File: config.mk
export PLATFORM = sky130hd
export DESIGN_NAME = p6cpm_port6
export DESIGN_NICKNAME = d
export VERILOG_FILES = /design/src/p6cpm_pkg.sv /design/src/p6cpm_port6.sv
export VERILOG_INCLUDE_DIRS = /design/src /design/src/src
export SDC_FILE = /design/constraint.sdc
export NUM_CORES = 1
export LEC_CHECK = 0
export BUFFER_PORTS_ARGS = -buffer_cell sky130_fd_sc_hd__buf_2
export CAP_MARGIN = 0
export CORE_MARGIN = 3
export CORE_UTILIZATION = 50
export DETAILED_ROUTE_END_ITERATION = 6
export MAX_ROUTING_LAYER = met4
export PLACE_DENSITY = 0.76
export SYNTH_ARGS = -nofsm -noshare
export SYNTH_HDL_FRONTEND = slang
export SYNTH_SLANG_ARGS = --single-unit
File: constraint.sdc
create_clock -name clk -period 9.2 [get_ports clk]
set_clock_uncertainty 0.1 [all_clocks]
set_input_delay 0.46 -clock clk [delete_from_list [all_inputs] [get_ports clk]]
set_output_delay 0.46 -clock clk [all_outputs]
set_load 0.01 [all_outputs]
File: src/p6cpm_regs.svh
// Purpose: Register offsets, field positions and reset values for port 6
// Assumes: APB, 32-bit data, one aligned word per register
// Notes:   Included by the port 6 design file only
`ifndef P6CPM_REGS_SVH
`define P6CPM_REGS_SVH

// ----------------------------------------------------------------------
// Register byte offsets
// ----------------------------------------------------------------------
`define P6_OFF_LATCH     12'h000
`define P6_OFF_DIR       12'h004
`define P6_OFF_MODE      12'h008
`define P6_OFF_WAITLO    12'h00c
`define P6_OFF_WAITHI    12'h010
`define P6_OFF_HOLD      12'h014
`define P6_OFF_REFRESH   12'h018
`define P6_OFF_PULLUP    12'h01c
`define P6_OFF_STATUS    12'h020

// ----------------------------------------------------------------------
// Field positions and reset values
// ----------------------------------------------------------------------
`define P6_HOLD_EN_BIT   0
`define P6_REFR_EN_BIT   0
`define P6_PULLUP_BIT    6
`define P6_DIR_RESET     8'hff
`define P6_LATCH_RESET   8'h00
`define P6_WAIT_EXT      2'h3

// Pin positions
`define P6_PIN_RD        4
`define P6_PIN_WR        5
`define P6_PIN_WAIT      6
`define P6_PIN_ACK       7

`endif

File: src/p6cpm_pkg.sv
// Purpose: Types for the port 6 control pin multiplexer
// Assumes: Nothing beyond the register header
// Notes:   Expansion mode codes as a typed enum
package p6cpm_pkg;

  typedef enum logic [3:0] {
    P6CPM_MM_PORT   = 4'h0,
    P6CPM_MM_PORT3  = 4'h3,
    P6CPM_MM_RW4    = 4'h4,
    P6CPM_MM_RW5    = 4'h5,
    P6CPM_MM_RW6    = 4'h6,
    P6CPM_MM_RW7    = 4'h7,
    P6CPM_MM_A17    = 4'h8,
    P6CPM_MM_A19    = 4'h9
  } p6cpm_mode_t;

endpackage

File: src/p6cpm_port6.sv
// Purpose: Port 6, eight I/O pins with external bus control functions
// Assumes: APB slave at 40 MHz, async active-high reset
// Notes:   Peripheral functions come in as signals and own their pins
`timescale 1ns/10ps
`include "p6cpm_regs.svh"

module p6cpm_port6 #(
  parameter int ADDR_W = 12
) (
  input  wire logic              clk,
  input  wire logic              rst,
  input  wire logic              psel,
  input  wire logic              penable,
  input  wire logic              pwrite,
  input  wire logic [ADDR_W-1:0] paddr,
  input  wire logic [31:0]       pwdata,
  output logic      [31:0]       prdata,
  output logic                   pready,
  output logic                   pslverr,
  input  wire logic [3:0]        upperAddr,
  input  wire logic              extAccess,
  input  wire logic              readStrobeN,
  input  wire logic              writeStrobeN,
  input  wire logic              holdAckN,
  input  wire logic              refreshReqN,
  input  wire logic [7:0]        pinIn,
  output logic      [7:0]        pinOut,
  output logic      [7:0]        pinOe,
  output logic      [7:0]        pullupEn,
  output logic                   waitIn,
  output logic                   holdReqIn,
  output logic                   extWaitSel,
  output logic                   holdEnable
);

  // --------------------------------------------------------------------
  // Register state
  // --------------------------------------------------------------------
  logic [7:0]  latch_r, latch_nxt;
  logic [7:0]  dir_r, dir_nxt;
  logic [3:0]  mode_r, mode_nxt;
  logic [15:0] waitLo_r, waitLo_nxt;
  logic [15:0] waitHi_r, waitHi_nxt;
  logic        holdEn_r, holdEn_nxt;
  logic        refrEn_r, refrEn_nxt;
  logic        pullOpt_r, pullOpt_nxt;
  logic [31:0] prdata_r, prdata_nxt;
  logic        pready_r, pready_nxt;
  logic        pslverr_r, pslverr_nxt;

  // Pin synchroniser and output stage
  logic [7:0]  pinSync1_r, pinSync2_r;
  logic [7:0]  pinOut_r, pinOut_nxt;
  logic [7:0]  pinOe_r, pinOe_nxt;
  logic [7:0]  pullup_r, pullup_nxt;
  logic        waitIn_r, waitIn_nxt;
  logic        holdReq_r, holdReq_nxt;
  logic        extWait_r, extWait_nxt;

  logic [7:0]  ctrlMask;
  logic [7:0]  ctrlOut;
  logic [7:0]  ctrlOe;
  logic        accAddr;
  logic        accRw;
  logic        anyExtWait;

  p6cpm_pkg::p6cpm_mode_t modeCode;

  // --------------------------------------------------------------------
  // Pin function decode
  // --------------------------------------------------------------------
  always_comb begin
    modeCode   = p6cpm_pkg::p6cpm_mode_t'(mode_r);
    ctrlMask   = 8'h00;
    ctrlOut    = 8'h00;
    ctrlOe     = 8'h00;
    accAddr    = 1'b0;
    accRw      = 1'b0;
    anyExtWait = 1'b0;
    for (int i = 0; i < 8; i++) begin
      if (waitLo_r[2*i +: 2] == `P6_WAIT_EXT) begin
        anyExtWait = 1'b1;
      end
    end
    for (int i = 0; i < 8; i++) begin
      if (waitHi_r[2*i +: 2] == `P6_WAIT_EXT) begin
        anyExtWait = 1'b1;
      end
    end
    unique case (modeCode)
      p6cpm_pkg::P6CPM_MM_RW4, p6cpm_pkg::P6CPM_MM_RW5,
      p6cpm_pkg::P6CPM_MM_RW6, p6cpm_pkg::P6CPM_MM_RW7: begin
        accRw = 1'b1;
      end
      p6cpm_pkg::P6CPM_MM_A17: begin
        accRw = 1'b1;
        ctrlMask[1:0] = 2'h3;
      end
      p6cpm_pkg::P6CPM_MM_A19: begin
        accRw = 1'b1;
        ctrlMask[3:0] = 4'hf;
      end
      default: begin
        accRw = 1'b0;
      end
    endcase
    // Address lines idle low outside expanded space accesses
    accAddr = extAccess;
    for (int i = 0; i < 4; i++) begin
      ctrlOut[i] = accAddr & upperAddr[i];
      ctrlOe[i]  = ctrlMask[i];
    end
    if (accRw) begin
      ctrlMask[`P6_PIN_RD] = 1'b1;
      ctrlMask[`P6_PIN_WR] = 1'b1;
      ctrlOut[`P6_PIN_RD]  = readStrobeN;
      ctrlOut[`P6_PIN_WR]  = writeStrobeN;
      ctrlOe[`P6_PIN_RD]   = 1'b1;
      ctrlOe[`P6_PIN_WR]   = 1'b1;
    end
    if (holdEn_r) begin
      ctrlMask[`P6_PIN_WAIT] = 1'b1;
      ctrlMask[`P6_PIN_ACK]  = 1'b1;
      ctrlOut[`P6_PIN_ACK]   = holdAckN;
      ctrlOe[`P6_PIN_ACK]    = 1'b1;
    end else if (refrEn_r) begin
      ctrlMask[`P6_PIN_ACK] = 1'b1;
      ctrlOut[`P6_PIN_ACK]  = refreshReqN;
      ctrlOe[`P6_PIN_ACK]   = 1'b1;
    end
    if (anyExtWait) begin
      ctrlMask[`P6_PIN_WAIT] = 1'b1;
    end
  end

  // --------------------------------------------------------------------
  // Pin drive, pull-ups and sampled control inputs
  // --------------------------------------------------------------------
  always_comb begin
    for (int i = 0; i < 8; i++) begin
      if (ctrlMask[i]) begin
        pinOut_nxt[i] = ctrlOut[i];
        pinOe_nxt[i]  = ctrlOe[i];
        pullup_nxt[i] = 1'b0;
      end else begin
        pinOut_nxt[i] = latch_r[i];
        pinOe_nxt[i]  = ~dir_r[i];
        pullup_nxt[i] = pullOpt_r & dir_r[i];
      end
    end
    // Wait pin also serves when left as a plain input
    waitIn_nxt  = (anyExtWait | dir_r[`P6_PIN_WAIT]) & ~holdEn_r
                & pinSync2_r[`P6_PIN_WAIT];
    holdReq_nxt = holdEn_r & pinSync2_r[`P6_PIN_WAIT];
    extWait_nxt = anyExtWait;
  end

  // --------------------------------------------------------------------
  // APB register access
  // --------------------------------------------------------------------
  always_comb begin
    latch_nxt   = latch_r;
    dir_nxt     = dir_r;
    mode_nxt    = mode_r;
    waitLo_nxt  = waitLo_r;
    waitHi_nxt  = waitHi_r;
    holdEn_nxt  = holdEn_r;
    refrEn_nxt  = refrEn_r;
    pullOpt_nxt = pullOpt_r;
    prdata_nxt  = prdata_r;
    pslverr_nxt = 1'b0;
    // No wait state: answer in the first access phase cycle after setup
    pready_nxt  = psel & ~penable;
    if (psel && !penable) begin
      prdata_nxt = 32'h0000_0000;
      unique case (paddr)
        `P6_OFF_LATCH: begin
          if (pwrite) begin
            // Whole byte always written; bit ops arrive as byte RMW
            latch_nxt = pwdata[7:0];
          end else begin
            for (int i = 0; i < 8; i++) begin
              if (ctrlMask[i]) begin
                prdata_nxt[i] = 1'b0;
              end else if (dir_r[i]) begin
                prdata_nxt[i] = pinSync2_r[i];
              end else begin
                prdata_nxt[i] = latch_r[i];
              end
            end
          end
        end
        `P6_OFF_DIR: begin
          if (pwrite) dir_nxt = pwdata[7:0];
          else prdata_nxt[7:0] = dir_r;
        end
        `P6_OFF_MODE: begin
          if (pwrite) mode_nxt = pwdata[3:0];
          else prdata_nxt[3:0] = mode_r;
        end
        `P6_OFF_WAITLO: begin
          if (pwrite) waitLo_nxt = pwdata[15:0];
          else prdata_nxt[15:0] = waitLo_r;
        end
        `P6_OFF_WAITHI: begin
          if (pwrite) waitHi_nxt = pwdata[15:0];
          else prdata_nxt[15:0] = waitHi_r;
        end
        `P6_OFF_HOLD: begin
          if (pwrite) holdEn_nxt = pwdata[`P6_HOLD_EN_BIT];
          else prdata_nxt[`P6_HOLD_EN_BIT] = holdEn_r;
        end
        `P6_OFF_REFRESH: begin
          if (pwrite) refrEn_nxt = pwdata[`P6_REFR_EN_BIT];
          else prdata_nxt[`P6_REFR_EN_BIT] = refrEn_r;
        end
        `P6_OFF_PULLUP: begin
          if (pwrite) pullOpt_nxt = pwdata[`P6_PULLUP_BIT];
          else prdata_nxt[`P6_PULLUP_BIT] = pullOpt_r;
        end
        `P6_OFF_STATUS: begin
          if (!pwrite) begin
            prdata_nxt[7:0]  = ctrlMask;
            prdata_nxt[15:8] = pinOe_r;
          end
        end
        default: begin
          pslverr_nxt = 1'b1;
        end
      endcase
    end
  end

  // --------------------------------------------------------------------
  // Registers
  // --------------------------------------------------------------------
  always_ff @(posedge clk or posedge rst) begin
    if (rst) begin
      latch_r    <= `P6_LATCH_RESET;
      dir_r      <= `P6_DIR_RESET;
      mode_r     <= 4'h0;
      waitLo_r   <= 16'h0000;
      waitHi_r   <= 16'h0000;
      holdEn_r   <= 1'b0;
      refrEn_r   <= 1'b0;
      pullOpt_r  <= 1'b0;
      prdata_r   <= 32'h0000_0000;
      pready_r   <= 1'b0;
      pslverr_r  <= 1'b0;
      pinSync1_r <= 8'h00;
      pinSync2_r <= 8'h00;
      pinOut_r   <= 8'h00;
      pinOe_r    <= 8'h00;
      pullup_r   <= 8'h00;
      waitIn_r   <= 1'b0;
      holdReq_r  <= 1'b0;
      extWait_r  <= 1'b0;
    end else begin
      latch_r    <= latch_nxt;
      dir_r      <= dir_nxt;
      mode_r     <= mode_nxt;
      waitLo_r   <= waitLo_nxt;
      waitHi_r   <= waitHi_nxt;
      holdEn_r   <= holdEn_nxt;
      refrEn_r   <= refrEn_nxt;
      pullOpt_r  <= pullOpt_nxt;
      prdata_r   <= prdata_nxt;
      pready_r   <= pready_nxt;
      pslverr_r  <= pslverr_nxt;
      pinSync1_r <= pinIn;
      pinSync2_r <= pinSync1_r;
      pinOut_r   <= pinOut_nxt;
      pinOe_r    <= pinOe_nxt;
      pullup_r   <= pullup_nxt;
      waitIn_r   <= waitIn_nxt;
      holdReq_r  <= holdReq_nxt;
      extWait_r  <= extWait_nxt;
    end
  end

  assign prdata     = prdata_r;
  assign pready     = pready_r;
  assign pslverr    = pslverr_r;
  assign pinOut     = pinOut_r;
  assign pinOe      = pinOe_r;
  assign pullupEn   = pullup_r;
  assign waitIn     = waitIn_r;
  assign holdReqIn  = holdReq_r;
  assign extWaitSel = extWait_r;
  assign holdEnable = holdEn_r;

endmodule

==> out/results.txt, run 1 <==
Status -> finished clean
Post-synth top area cell -> dfrtp_1
Gr usage total -> 25.41%
Number of synthesized flops with an enable pin -> 0
RR Startpoint -> waitLo_r[7]
PwrDens -> 195.3 nW/um^2
Final Hold Viols -> 0
Worst-case vdd ir drop -> 168.1 uV
Count leader, synth -> dfrtp_1
Die W -> 107.8 um
Row count -> 36
CP startpoint -> paddr[4]
Initial Util -> 52.29%
Min-Delay Path Depth -> 3
GP Congestion -> 0.9492
Crit Path Max Fanout -> 16
Setup TNS -> 0 ns
TritonCTS clock tree -> done
First-pass GRT wire length -> 21,220 um
Met3 usage -> 6.599%
Vias per cell -> 5.741
Sequential area share after synthesis -> 56.22%
Final ANT Viol Nets -> 0
Period Utilization, post-route -> 26.71%
Nets -> 585
First DRT Iteration DRCs -> 328
Fmax -> 407.0 MHz
Initial antenna violation count -> 0
GRT busiest layer -> met2
Relative slew slack -> 35.36%
Final Max Slew Viols -> 0
Worst-margin pin slew -> 0.9664 ns
Post-synthesis cell area -> 5181 um^2
Worst hold path class -> input port to register
FILL cells -> 773
Hold EP -> pinOut[7]
# resized after CTS -> 0
Synth Instances -> 412
Warnings from Yosys -> 0
FF+latch count, synth -> 116
FF-to-FF path depth -> 5
Worst-skew pair later-pin latency -> 0.53 ns
Max H-tree Level -> 4
Synth top area share -> 52.16%
Core area -> 9910 um^2
Final Setup Violations -> 0
Synth top area cells -> dfrtp_1 52%, mux2_2 8.9%, dfstp_2 4.1%, buf_4 2.8%, nand2_1 2.7%
Mean routed wirelength per cell -> 20.63 um
Die Footprint -> 11,620 um^2
Multi-input logic area -> 2085 um^2
CP endpoint kind -> register
Die height -> 107.8 um
# IOs -> 128
Dpl hpwl -> 9550 um
Worst R2R End -> prdata[6]
Share of layout cells above drive strength 1 -> 38.53%
Max-cap violations -> 0
CP required -> 9.51 ns
Leakage -> 3.019 nW
Total power -> 1.246 mW
CTS Buffer Depth -> 2
GR Util met1 -> 33.86%
Initial DRT Pass Iterations -> 6
CTS clk-pin slew, worst paths -> 0.06 ns
Num CTS Buffers -> 17
DR vias -> 3,818
RSZ-0062 raised after global routing -> false
Root Driver -> clkbuf_8
Final WL -> 13,720 um
Pin count of the biggest net entering global routing -> 70
Layout area overhead -> 23.09%
Post-synth top flop -> dfrtp_1
Crit path launch type -> input port
Number of global-route vias before repair -> 3,768
Register Area -> 2913 um^2
Syn Area/Cell -> 12.58 um^2
Met2 Use GR -> 37.88%
Post-CTS Setup Bufs -> 0
Post-synth ARST share -> 100.0%
Netlist cell types -> 57
Critical path arrival -> 2.76 ns
N_diodes -> 0
IO Port Bufs -> 95
R2R setup slack -> 6.95 ns
DRC viols -> 0
Grt total ovfl -> 0
Critical path type -> input port to register
Post-layout min period -> 2.457 ns
Clk sinks -> 116
Commonest cells in the netlist -> 108 x dfrtp_1, 41 x mux2_2, 37 x nand2_1
Hold Crit Start -> holdAckN
==> per-layer routing <==
layer  up-vias  share of wire (%)  wire [um]
li1       1709                  -          -
met1      1920                 44       5981
met2       171                 48       6585
met3        18                6.9        941
met4         0                1.5        208
met5         -                  0          0
==> cell families (layout without fill, tap and decap cells) <==
family	count (synthesis)	in the layout	share of synthesized area [%]
simple gates	111	111	13.28
mux	67	67	14.95
flops	116	116	56.22
other cells	1	16	0.07238
compound gates	78	78	10.84
buf+inv	39	144	4.637
==> layout make-up <==
type / instances / area share [%]
Tap cell: 133 / 2.609
Timing Repair Buffer: 107 / 9.221
Clock inverter: 13 / 2.864
Clock buffer: 19 / 6.612
Multi-Input combinational cell: 272 / 32.69
Sequential cell: 116 / 45.67
Inverter: 5 / 0.3335
==> metrics by stage <==
stage	std cells	setup slack, ns	area (um^2)	hold slack, ns	utilization, %
finish	665	6.743	6377	0.05695	64.36
global placement	624	6.255	5683	0.2324	57.35
floorplan	427	5.581	5238	0.2312	-
CTS	665	6.823	6377	0.03027	64.36
detailed placement	624	6.266	5683	0.2364	57.35
global route	665	6.709	6377	0.06504	64.36
==> worst max path at each step <==
stage              endpoint  slack, ns  cells past startpoint
2_1_floorplan    extWaitSel       5.58                      1
3_3_place_gp   waitLo_r[11]       6.26                      5
3_5_place_dp   waitLo_r[11]       6.27                      5
4_1_cts        waitLo_r[11]       6.82                      5
5_1_grt        waitLo_r[11]       6.71                      5
6_report       waitLo_r[11]       6.74                      5
==> worst max-delay path, cell delays in order <==
cell     delay (ns)
buf_2          0.17
nor2_1         0.45
nand3_2        0.40
nor3_4         0.86
mux2_2         0.42
==> sequential cells by signal, indices dropped and copies added (netlist names) <==
| name | count |
|---|---|
| modeCode | 4 |
| waitHi_r | 16 |
| pready | 1 |
| waitIn | 1 |
| pslverr | 1 |
| latch_r | 8 |
| refrEn_r | 1 |
| pinOut | 8 |
| holdEnable | 1 |
| pullOpt_r | 1 |
| extWaitSel | 1 |
| prdata | 16 |
| pinOe | 8 |
| pinSync1_r | 8 |
| waitLo_r | 16 |
| pullupEn | 8 |
| pinSync2_r | 8 |
| dir_r | 8 |
| holdReqIn | 1 |
==> cell usage in the layout, fill, tap and decap left out, drive strengths merged, types with 3 or more instances in the layout <==
cell,instances
nand2,38
bufinv,4
o32ai,3
nor4,10
o21ai,21
nand4,4
dfstp,8
mux2,59
and3,8
dlygate4sd3,9
clkinv,4
a21oi,10
inv,6
nand2b,7
a22o,7
a222oi,9
nor3,7
clkinvlp,4
buf,98
or2,3
clkbuf,19
mux2i,8
and2,3
nor2b,4
nor2,12
a221oi,5
nand3,5
a22oi,6
conb,16
dfrtp,108
==> report_power, final <==
group / switching (mW) / total (mW) / leakage [nW] / internal (mW)
Combinational: 0.0381 / 0.0561 / 1.24 / 0.0180
Clock: 0.232 / 0.671 / 0.284 / 0.439
Sequential: 0.00200 / 0.519 / 1.49 / 0.517
==> timing repair <==
| action | CTS | global route |
|---|---|---|
| hold endpoints to repair | 55 | 0 |
| setup endpoints to repair | 0 | 0 |
| hold buffers | 9 | 0 |
(Power assumes the default switching activity.)
==> run 2: changes to the inputs <==
--- a/config.mk
+++ b/config.mk
@@ -9,7 +9,7 @@
 export BUFFER_PORTS_ARGS = -buffer_cell sky130_fd_sc_hd__buf_2
 export CAP_MARGIN = 0
 export CORE_MARGIN = 3
-export CORE_UTILIZATION = 50
+export CORE_UTILIZATION = 48
 export DETAILED_ROUTE_END_ITERATION = 6
 export MAX_ROUTING_LAYER = met4
 export PLACE_DENSITY = 0.76
==> constraint.sdc (replaced) <==
create_clock -name clk -period 2.1 [get_ports clk]
set_clock_uncertainty 0.1 [all_clocks]
set_input_delay 0.105 -clock clk [delete_from_list [all_inputs] [get_ports clk]]
set_output_delay 0.105 -clock clk [all_outputs]
set_load 0.01 [all_outputs]
==> run 2 against run 1 <==
Combinational power rose to 5.8 times the previous value. Core utilization up 4.0 points. Sequential cell count stayed put. Cell count is 12% higher. Routed wire length rose by 6.7%. Cell area rose by 12%. Setup slack got worse by 6.7 ns. Global-route usage up 0.85 points. Hold slack got worse by 0.024 ns. Sequential power rose to 4.4 times the previous value. Clock power rose to 4.3 times the previous value. Register-to-register slack got worse by 6.8 ns. Largest cell class unchanged.
==> out/results.txt, run 2 (same netlist as run 1, synthesis figures left out) <==
Status -> finished clean
CP startpoint -> paddr[7]
Pin count of the biggest net entering global routing -> 117
Setup TNS -> 0 ns
Critical path type -> input port to register
Core area -> 10,420 um^2
Worst-margin pin slew -> 0.8304 ns
Fmax -> 496.3 MHz
Die height -> 109.9 um
Share of layout cells above drive strength 1 -> 39.84%
CP endpoint kind -> register
Relative slew slack -> 44.17%
GP Congestion -> 1.020
Hold Crit Start -> paddr[2]
CTS Buffer Depth -> 2
IO Port Bufs -> 95
Die W -> 109.9 um
Worst hold path class -> input port to register
PwrDens -> 767.4 nW/um^2
Final Max Slew Viols -> 0
Initial Util -> 49.74%
# IOs -> 128
DR vias -> 4,145
RSZ-0062 raised after global routing -> false
Mean routed wirelength per cell -> 19.62 um
Clk sinks -> 116
Vias per cell -> 5.556
N_diodes -> 0
First DRT Iteration DRCs -> 288
Worst-case vdd ir drop -> 594.8 uV
Commonest non-fill, non-tap cell in the layout -> dfrtp_1
Period Utilization, post-route -> 95.94%
Row count -> 37
CP required -> 2.40 ns
TritonCTS clock tree -> done
Initial DRT Pass Iterations -> 5
Nets -> 663
Final ANT Viol Nets -> 0
Grt total ovfl -> 0
Hold_ws -> 0.03256 ns
Final WL -> 14,640 um
Post-layout min period -> 2.015 ns
CTS clk-pin slew, worst paths -> 0.06 ns
Leakage -> 3.385 nW
Number of global-route vias before repair -> 4,165
Num CTS Buffers -> 17
DRC viols -> 0
Fin util -> 68.40%
Initial antenna violation count -> 0
Critical path arrival -> 2.31 ns
First-pass GRT wire length -> 22,360 um
Final Setup Violations -> 0
Die Footprint -> 12,080 um^2
Gr usage total -> 26.26%
Max H-tree Level -> 4
FILL cells -> 748
Crit path launch type -> input port
Crit Path Max Fanout -> 6
Final Hold Viols -> 0
RR Startpoint -> waitHi_r[11]
Root Driver -> clkbuf_8
Layout area overhead -> 37.50%
Max-cap violations -> 0
Dpl hpwl -> 10,070 um
Worst-skew pair later-pin latency -> 0.52 ns
Commonest non-fill, non-tap cells in the layout -> 108 x dfrtp_1, 95 x buf_2, 52 x dlygate4sd3_1
run 2: cell count changes in the layout (fill, tap and decap cells not counted), sizes merged:
cell / change
dlygate4sd3: +43
buf: +35
clkinvlp: +2
bufinv: -1
inv: -1
run 2: path summary, 6_finish.rpt:
kind / cells after the start / slack [ns] / endpoint
worst max-delay path: 7 / 0.09 / pullOpt_r
worst min-delay path: 4 / 0.03 / prdata[0]
worst max register to register: 5 / 0.11 / prdata[6]
worst min register to register: 0 / 0.25 / pinSync2_r[7]
max in group asynchronous: 4 / 1.26 / waitHi_r[15]
min in group asynchronous: 4 / 0.21 / pullupEn[0]
run 2: routing by layer:
layer | global-route usage [%] | up-vias | part of all wire, %
li1 | - | 1866 | -
met1 | 34.00 | 2072 | 42
met2 | 41.51 | 186 | 50
met3 | 5.109 | 21 | 6.4
met4 | 9.172 | 0 | 1.6
met5 | - | - | 0
run 2: cell type report:
| type | instances | area [um^2] | area share, % |
|---|---|---|---|
| inverters | 5 | 22.52 | 0.3161 |
| clock inverters | 13 | 156.4 | 2.195 |
| multi-input cells | 272 | 2090 | 29.33 |
| flip-flops and latches | 116 | 2913 | 40.89 |
| repair buffers | 185 | 1331 | 18.69 |
| clock buffers | 19 | 441.7 | 6.200 |
| well taps | 136 | 170.2 | 2.388 |
run 2: through the flow:
stage | cells | total power, mW | instance area [um^2] | worst slack, ns
2_1_floorplan | 427 | 2.457 | 5241 | 0.1805
5_1_grt | 746 | 5.658 | 7124 | 0.002538
3_5_place_dp | 659 | 2.560 | 5978 | 0.04539
4_1_cts | 743 | 5.510 | 7097 | 0.03922
6_report | 746 | 5.467 | 7124 | 0.08521
3_3_place_gp | 659 | 2.554 | 5978 | 0.09042
run 2: power breakdown:
part / leakage (nW) / internal, mW / switching [mW] / total (mW)
sequential: 1.49 / 2.26 / 0.00999 / 2.27
clock: 0.282 / 1.86 / 1.01 / 2.87
combinational: 1.61 / 0.142 / 0.183 / 0.325
run 2: critical path: stages:
cell and delay, ns:
dlygate4sd3_1 0.54, buf_2 0.15, nor4_4 0.41, nand2_1 0.18, buf_4 0.20, nor4_1 0.35, mux2_2 0.38
run 2: repair_timing:
item,CTS,global route
buffers inserted,0,3
hold buffers,52,0
resized for setup,0,2
endpoints found under the hold margin,184,0
setup endpoints to repair,0,17
